**src/shared/pir_defs.vh**
```
// register offsets, field positions, routing codes and reset values for the interrupt rerouter
`ifndef PIR_DEFS_VH
`define PIR_DEFS_VH
`define PIR_ADDR_W 12
`define PIR_OFS_AB 12'hCA4
`define PIR_OFS_CD 12'hCA5
`define PIR_ROUTE_RST 8'h00
`define PIR_LO_NIB 3:0
`define PIR_HI_NIB 7:4
`define PIR_CODE_PASS 4'h0
`define PIR_CODE_IRQ3 4'h3
`define PIR_CODE_IRQ5 4'h5
`define PIR_CODE_IRQ7 4'h7
`define PIR_CODE_IRQ9 4'h9
`define PIR_CODE_IRQ10 4'hA
`define PIR_CODE_IRQ11 4'hB
`define PIR_CODE_IRQ15 4'hF
`define PIR_NUM_IRQ 7
`define PIR_IRQ3_BIT 0
`define PIR_IRQ5_BIT 1
`define PIR_IRQ7_BIT 2
`define PIR_IRQ9_BIT 3
`define PIR_IRQ10_BIT 4
`define PIR_IRQ11_BIT 5
`define PIR_IRQ15_BIT 6
`endif

```
**src/rtl/pir_rerouter.v**
```verilog
// pci interrupt to isa irq rerouter, two write-only routing bytes
`timescale 1ns/10ps
`default_nettype none
`include "pir_defs.vh"

module pir_rerouter #(
    parameter LINES = 4
) (
    input wire sys_clk_i,
    input wire rst_b_i,
    input wire io_cs_b_i,
    input wire io_wr_b_i,
    input wire [`PIR_ADDR_W-1:0] io_addr_i,
    input wire [7:0] io_data_i,
    input wire pci_irq_line_a_n_i,
    input wire pci_irq_line_b_n_i,
    input wire pci_irq_line_c_n_i,
    input wire pci_irq_line_d_n_i,
    output reg [LINES-1:0] apic_irq_n_o,
    output reg [`PIR_NUM_IRQ-1:0] isa_irq_o,
    output reg [7:0] route_ab_o,
    output reg [7:0] route_cd_o
);

    reg [7:0] route_ctrl_lines_a_b_ff;
    reg [7:0] route_ctrl_lines_c_d_ff;
    reg io_wr_b_ff;
    reg [7:0] nxt_ab;
    reg [7:0] nxt_cd;
    reg [LINES-1:0] nxt_apic_n;
    reg [`PIR_NUM_IRQ-1:0] nxt_isa;
    wire wr_edge;
    wire hit_ab;
    wire hit_cd;
    wire [3:0] code_a;
    wire [3:0] code_b;
    wire [3:0] code_c;
    wire [3:0] code_d;
    wire apic_a_n;
    wire apic_b_n;
    wire apic_c_n;
    wire apic_d_n;
    wire [`PIR_NUM_IRQ-1:0] isa_a;
    wire [`PIR_NUM_IRQ-1:0] isa_b;
    wire [`PIR_NUM_IRQ-1:0] isa_c;
    wire [`PIR_NUM_IRQ-1:0] isa_d;

    // write taken once, on the falling edge of the strobe
    assign wr_edge = io_wr_b_ff & ~io_wr_b_i & ~io_cs_b_i;
    assign hit_ab = wr_edge & (io_addr_i == `PIR_OFS_AB);
    assign hit_cd = wr_edge & (io_addr_i == `PIR_OFS_CD);

    // a0 picks the byte, each nibble is one line
    always @* begin
        nxt_ab = route_ctrl_lines_a_b_ff;
        nxt_cd = route_ctrl_lines_c_d_ff;
        if (hit_ab) begin
            nxt_ab[`PIR_LO_NIB] = io_data_i[`PIR_LO_NIB];
            nxt_ab[`PIR_HI_NIB] = io_data_i[`PIR_HI_NIB];
        end else if (hit_cd) begin
            nxt_cd[`PIR_LO_NIB] = io_data_i[`PIR_LO_NIB];
            nxt_cd[`PIR_HI_NIB] = io_data_i[`PIR_HI_NIB];
        end
    end

    assign code_a = route_ctrl_lines_a_b_ff[`PIR_LO_NIB];
    assign code_b = route_ctrl_lines_a_b_ff[`PIR_HI_NIB];
    assign code_c = route_ctrl_lines_c_d_ff[`PIR_LO_NIB];
    assign code_d = route_ctrl_lines_c_d_ff[`PIR_HI_NIB];

    // one decoder per interrupt line
    pir_line_route #(
        .NUM_IRQ(`PIR_NUM_IRQ)
    ) u_route_a (
        .code_i(code_a),
        .line_n_i(pci_irq_line_a_n_i),
        .apic_n_o(apic_a_n),
        .isa_o(isa_a)
    );

    pir_line_route #(
        .NUM_IRQ(`PIR_NUM_IRQ)
    ) u_route_b (
        .code_i(code_b),
        .line_n_i(pci_irq_line_b_n_i),
        .apic_n_o(apic_b_n),
        .isa_o(isa_b)
    );

    pir_line_route #(
        .NUM_IRQ(`PIR_NUM_IRQ)
    ) u_route_c (
        .code_i(code_c),
        .line_n_i(pci_irq_line_c_n_i),
        .apic_n_o(apic_c_n),
        .isa_o(isa_c)
    );

    pir_line_route #(
        .NUM_IRQ(`PIR_NUM_IRQ)
    ) u_route_d (
        .code_i(code_d),
        .line_n_i(pci_irq_line_d_n_i),
        .apic_n_o(apic_d_n),
        .isa_o(isa_d)
    );

    // steered lines share an irq by or
    always @* begin
        nxt_apic_n = {LINES{1'b1}};
        nxt_apic_n[0] = apic_a_n;
        nxt_apic_n[1] = apic_b_n;
        nxt_apic_n[2] = apic_c_n;
        nxt_apic_n[3] = apic_d_n;
        nxt_isa = isa_a | isa_b | isa_c | isa_d;
    end

    // strobe history for the falling edge detect
    always @(posedge sys_clk_i) begin
        if (!rst_b_i) begin
            io_wr_b_ff <= 1'b1;
        end else begin
            io_wr_b_ff <= io_wr_b_i;
        end
    end

    always @(posedge sys_clk_i) begin
        if (!rst_b_i) begin
            route_ctrl_lines_a_b_ff <= `PIR_ROUTE_RST;
            route_ctrl_lines_c_d_ff <= `PIR_ROUTE_RST;
        end else begin
            route_ctrl_lines_a_b_ff <= nxt_ab;
            route_ctrl_lines_c_d_ff <= nxt_cd;
        end
    end

    // every output straight from a flip-flop
    always @(posedge sys_clk_i) begin
        if (!rst_b_i) begin
            apic_irq_n_o <= {LINES{1'b1}};
            isa_irq_o <= {`PIR_NUM_IRQ{1'b0}};
            route_ab_o <= `PIR_ROUTE_RST;
            route_cd_o <= `PIR_ROUTE_RST;
        end else begin
            apic_irq_n_o <= nxt_apic_n;
            isa_irq_o <= nxt_isa;
            route_ab_o <= route_ctrl_lines_a_b_ff;
            route_cd_o <= route_ctrl_lines_c_d_ff;
        end
    end

endmodule // pir_rerouter

// routing decode for one interrupt line
module pir_line_route #(
    parameter NUM_IRQ = `PIR_NUM_IRQ
) (
    input wire [3:0] code_i,
    input wire line_n_i,
    output reg apic_n_o,
    output reg [NUM_IRQ-1:0] isa_o
);

    reg [NUM_IRQ-1:0] sel;
    wire line_active;

    assign line_active = ~line_n_i;

    // one-hot irq select from the nibble code
    always @* begin
        sel = {NUM_IRQ{1'b0}};
        case (code_i)
            `PIR_CODE_PASS: begin
                sel = {NUM_IRQ{1'b0}};
            end
            `PIR_CODE_IRQ3: begin
                sel[`PIR_IRQ3_BIT] = 1'b1;
            end
            `PIR_CODE_IRQ5: begin
                sel[`PIR_IRQ5_BIT] = 1'b1;
            end
            `PIR_CODE_IRQ7: begin
                sel[`PIR_IRQ7_BIT] = 1'b1;
            end
            `PIR_CODE_IRQ9: begin
                sel[`PIR_IRQ9_BIT] = 1'b1;
            end
            `PIR_CODE_IRQ10: begin
                sel[`PIR_IRQ10_BIT] = 1'b1;
            end
            `PIR_CODE_IRQ11: begin
                sel[`PIR_IRQ11_BIT] = 1'b1;
            end
            `PIR_CODE_IRQ15: begin
                sel[`PIR_IRQ15_BIT] = 1'b1;
            end
            default: begin
                sel = {NUM_IRQ{1'b0}};
            end
        endcase
    end

    // a line goes to the apic or to one irq, never both
    always @* begin
        apic_n_o = 1'b1;
        isa_o = {NUM_IRQ{1'b0}};
        if (sel == {NUM_IRQ{1'b0}}) begin
            apic_n_o = line_n_i;
        end else begin
            isa_o = sel & {NUM_IRQ{line_active}};
        end
    end

endmodule // pir_line_route
`default_nettype wire

```
**config.mk**
```make
export PLATFORM = sky130hd
export DESIGN_NAME = pir_rerouter
export DESIGN_NICKNAME = d
export VERILOG_FILES = /design/src/rtl/pir_rerouter.v
export VERILOG_INCLUDE_DIRS = /design/src /design/src/shared
export SDC_FILE = /design/constraint.sdc
export NUM_CORES = 1
export LEC_CHECK = 0
export BUFFER_PORTS_ARGS = -buffer_cell sky130_fd_sc_hd__buf_2
export CAP_MARGIN = 10
export CORE_MARGIN = 10
export CORE_UTILIZATION = 54
export DETAILED_ROUTE_END_ITERATION = 6
export HOLD_SLACK_MARGIN = 0.05
export MAX_ROUTING_LAYER = met4
export PLACE_DENSITY = 0.87
export SLEW_MARGIN = 25
export SYNTH_ARGS = -nofsm -noshare
export SYNTH_HDL_FRONTEND = slang
export SYNTH_SLANG_ARGS = --single-unit
```
**constraint.sdc**
```tcl
create_clock -name sys_clk_i -period 2.8 [get_ports sys_clk_i]
set_input_delay 0 -clock sys_clk_i [delete_from_list [all_inputs] [get_ports sys_clk_i]]
set_output_delay 0 -clock sys_clk_i [all_outputs]
set_load 0.01 [all_outputs]
```
==> results.py <==
metrics = {
    "layout": {
        "fin_util_pct": 73.51,
        "final_common_cell": "buf_2",
        "num_antenna_cells": 0,
        "layout.nets": 283,
        "n_fill_cell": 247,
        "syn_to_final_growth_pct": 28.20,
        "final_cell_mix": "buf_2, dfxtp_1, nand2_1",
        "stdcell_count": 300,
        "drive_above_1_share_pct": 27.73,
    },
    "die": {
        "die_y_um": 77.40,
        "die-area_um2": 5991,
        "rows": 20,
        "initial_utilization_pct": 57.34,
        "coreArea_um2": 3103,
        "ios": 55,
        "dieWidth_um": 77.40,
    },
    "outcome": {
        "status": "completed",
    },
    "clock_tree": {
        "insertion_delay_ps": 360,
        "cts_resized": 0,
        "hold_buffers": 13,
        "postCtsSetupRepairBufs": 0,
        "cts_tree": "built",
        "numCtsBuffers": 5,
        "cts_root_buffer": "clkbuf_4",
        "cts.htree.levels": 2,
        "clk_path_buf_depth": 2,
        "cts_sinks": 44,
        "clk_pin_slew_ps": 130,
    },
    "yosys": {
        "syn_avg_cell_area_um2": 9.617,
        "netlist_instances": 185,
        "synth_top_area_cell": "dfxtp_1",
        "ys_ff_latch": 44,
        "synth_nets": 213,
        "syn_area_um2": 1779,
        "synth_cell_types": 28,
        "synth_edf_count": 0,
        "synth.top_cell.area_share_pct": 49.51,
        "ys_seq_area_share_pct": 49.51,
        "synth-main-ff-cell": "dfxtp_1",
        "yosys-top-cells-area": "dfxtp_1, mux2i_1, nand2_1, inv_1, nor2b_1",
        "ys_async_sr_fraction_pct": 0,
        "ys_warn_count": 0,
    },
    "worst_setup_path": {
        "critPathMaxFanout": 8,
        "worstPathArrival_ps": 2180,
        "crit_type": "in -> reg",
        "cp.required_ps": 3090,
        "end_kind": "flop",
        "startpoint_type": "input pin",
    },
    "detailed_routing": {
        "drc_errors": 0,
        "vias": 1582,
        "antenna_left": 0,
        "post_drt_via_cell_ratio": 5.273,
        "wl_mm": 4.352,
        "first_pass_iters": 4,
        "drtIter0Drc": 190,
        "wl_per_cell_um": 14.51,
    },
    "global_route": {
        "grtUsageMet3_pct": 3.111,
        "grt_pass1_vias": 1657,
        "grt_util_met1_pct": 17.15,
        "busiest_layer": "met2",
        "grt_max_degree": 36,
        "met2_usage_pct": 26.00,
        "grtUsageTotal_pct": 15.61,
        "grt_pass1_wl_mm": 7.541,
        "grt-ovfl-total": 0,
        "antenna_found_initial": 0,
    },
    "placement": {
        "placedCellCount": 279,
        "gp_congestion": 0.8038,
        "place_hpwl_mm": 3.169,
        "port_buffers": 54,
    },
    "timing": {
        "maxSlewViolCount": 0,
        "setup_tns_ps": 0,
        "post-route-period-util_pct": 67.80,
        "hold_viol": 0,
        "slew_headroom_pct": 50.95,
        "fmax_ghz": 0.5267,
        "period_minus_slack_ps": 1898,
        "holdWs_ps": 98.80,
        "skew_ps": 14.28,
        "grt_setup_unrepaired": "no",
        "setup_viol": 0,
        "worstMarginPinSlew_ps": 730.2,
    },
    "power_and_ir_drop": {
        "vdd_drop_max_v": 0.0004377,
        "power_leakage_nw": 1.065,
        "power_mw": 1.010,
        "power_density_nw_per_um2": 442.9,
    },
    "worst_hold_path": {
        "hold_class": "in -> reg",
    },
    "job": {
        "maxCapViolCount": 0,
    },
}
-- sequential cells by signal, indices dropped and copies added (netlist names) --
| register | cells |
|---|---|
| apic_irq_n_o | 4 |
| route_ab_o | 8 |
| route_cd_o | 8 |
| isa_irq_o | 7 |
| route_ctrl_lines_a_b_ff | 8 |
| route_ctrl_lines_c_d_ff | 8 |
| io_wr_b_ff | 1 |
-- cells in the mapped netlist, types with 2 or more instances --
| cell | instances |
|---|---|
| a32oi_1 | 2 |
| inv_1 | 19 |
| nor4_1 | 2 |
| or3b_2 | 5 |
| dfxtp_1 | 44 |
| o21ai_0 | 8 |
| nand2b_1 | 4 |
| nand4b_1 | 4 |
| nand4bb_1 | 2 |
| o22ai_1 | 3 |
| nand3b_1 | 3 |
| nor4_4 | 2 |
| nand4_1 | 3 |
| o31a_1 | 4 |
| a31oi_1 | 2 |
| nand2_1 | 31 |
| o32ai_1 | 3 |
| nor3b_1 | 5 |
| clkbuf_1 | 4 |
| mux2i_1 | 16 |
| nor2b_1 | 11 |
| nor2_1 | 2 |
-- metal layers --
metal	part of all wire, %	vias up
met5	0	-
li1	-	784
met1	41	728
met3	6.3	11
met4	2.7	0
met2	50	59
-- final timing paths --
path | startpoint | end | slack (ps) | cells past startpoint
max | io_wr_b_i | route_ctrl_lines_c_d_ff[2]$_SDFFE_PN0P_ | 900 | 5
min | io_addr_i[8] | route_ctrl_lines_a_b_ff[1]$_SDFFE_PN0P_ | 100 | 4
max reg2reg | io_wr_b_ff$_SDFF_PN1_ | route_ctrl_lines_c_d_ff[2]$_SDFFE_PN0P_ | 960 | 3
min reg2reg | route_ctrl_lines_c_d_ff[2]$_SDFFE_PN0P_ | route_cd_o[2]$_SDFF_PN0_ | 550 | 2
-- stage by stage --
stage          area (um2)  worst slack [ps]
2_1_floorplan        1779              1168
3_3_place_gp         2090              1049
3_5_place_dp         2090             956.7
4_1_cts              2281             892.4
5_1_grt              2281             765.9
6_report             2281             901.5
-- critical path: stages --
cell	delay (ps)
dlygate4sd3_1	530
buf_2	130
or4b_4	570
nor4_4	680
mux2i_1	270
-- cells by family (layout without fill, tap and decap cells) --
logic type | after synthesis | after routing | share of synthesized area, %
muxes | 16 | 16 | 9.001
and+or+nand+nor | 79 | 79 | 27.78
buffers and inverters | 23 | 94 | 4.852
DFF | 44 | 44 | 49.51
AOI/OAI and AO/OA | 23 | 23 | 8.861
-- area by class of cell --
type	instances	area [um2]	area share, %
Clock buffer	6	51.30	2.249
Timing Repair Buffer	67	400.4	17.55
Inverter	19	71.32	3.127
Clock inverter	2	10.01	0.4388
Tap cell	44	55.05	2.414
Sequential cell	44	880.8	38.62
Multi-Input combinational cell	118	812.0	35.60
-- power breakdown --
group	internal [mW]	total (mW)	leakage (nW)	switching, mW
Combinational	0.0350	0.0633	0.672	0.0283
Sequential	0.630	0.630	0.356	0.000785
Clock	0.120	0.317	0.0380	0.197
Total	0.784	1.01	1.07	0.226
Note: power is estimated with default switching activity, not from simulation.
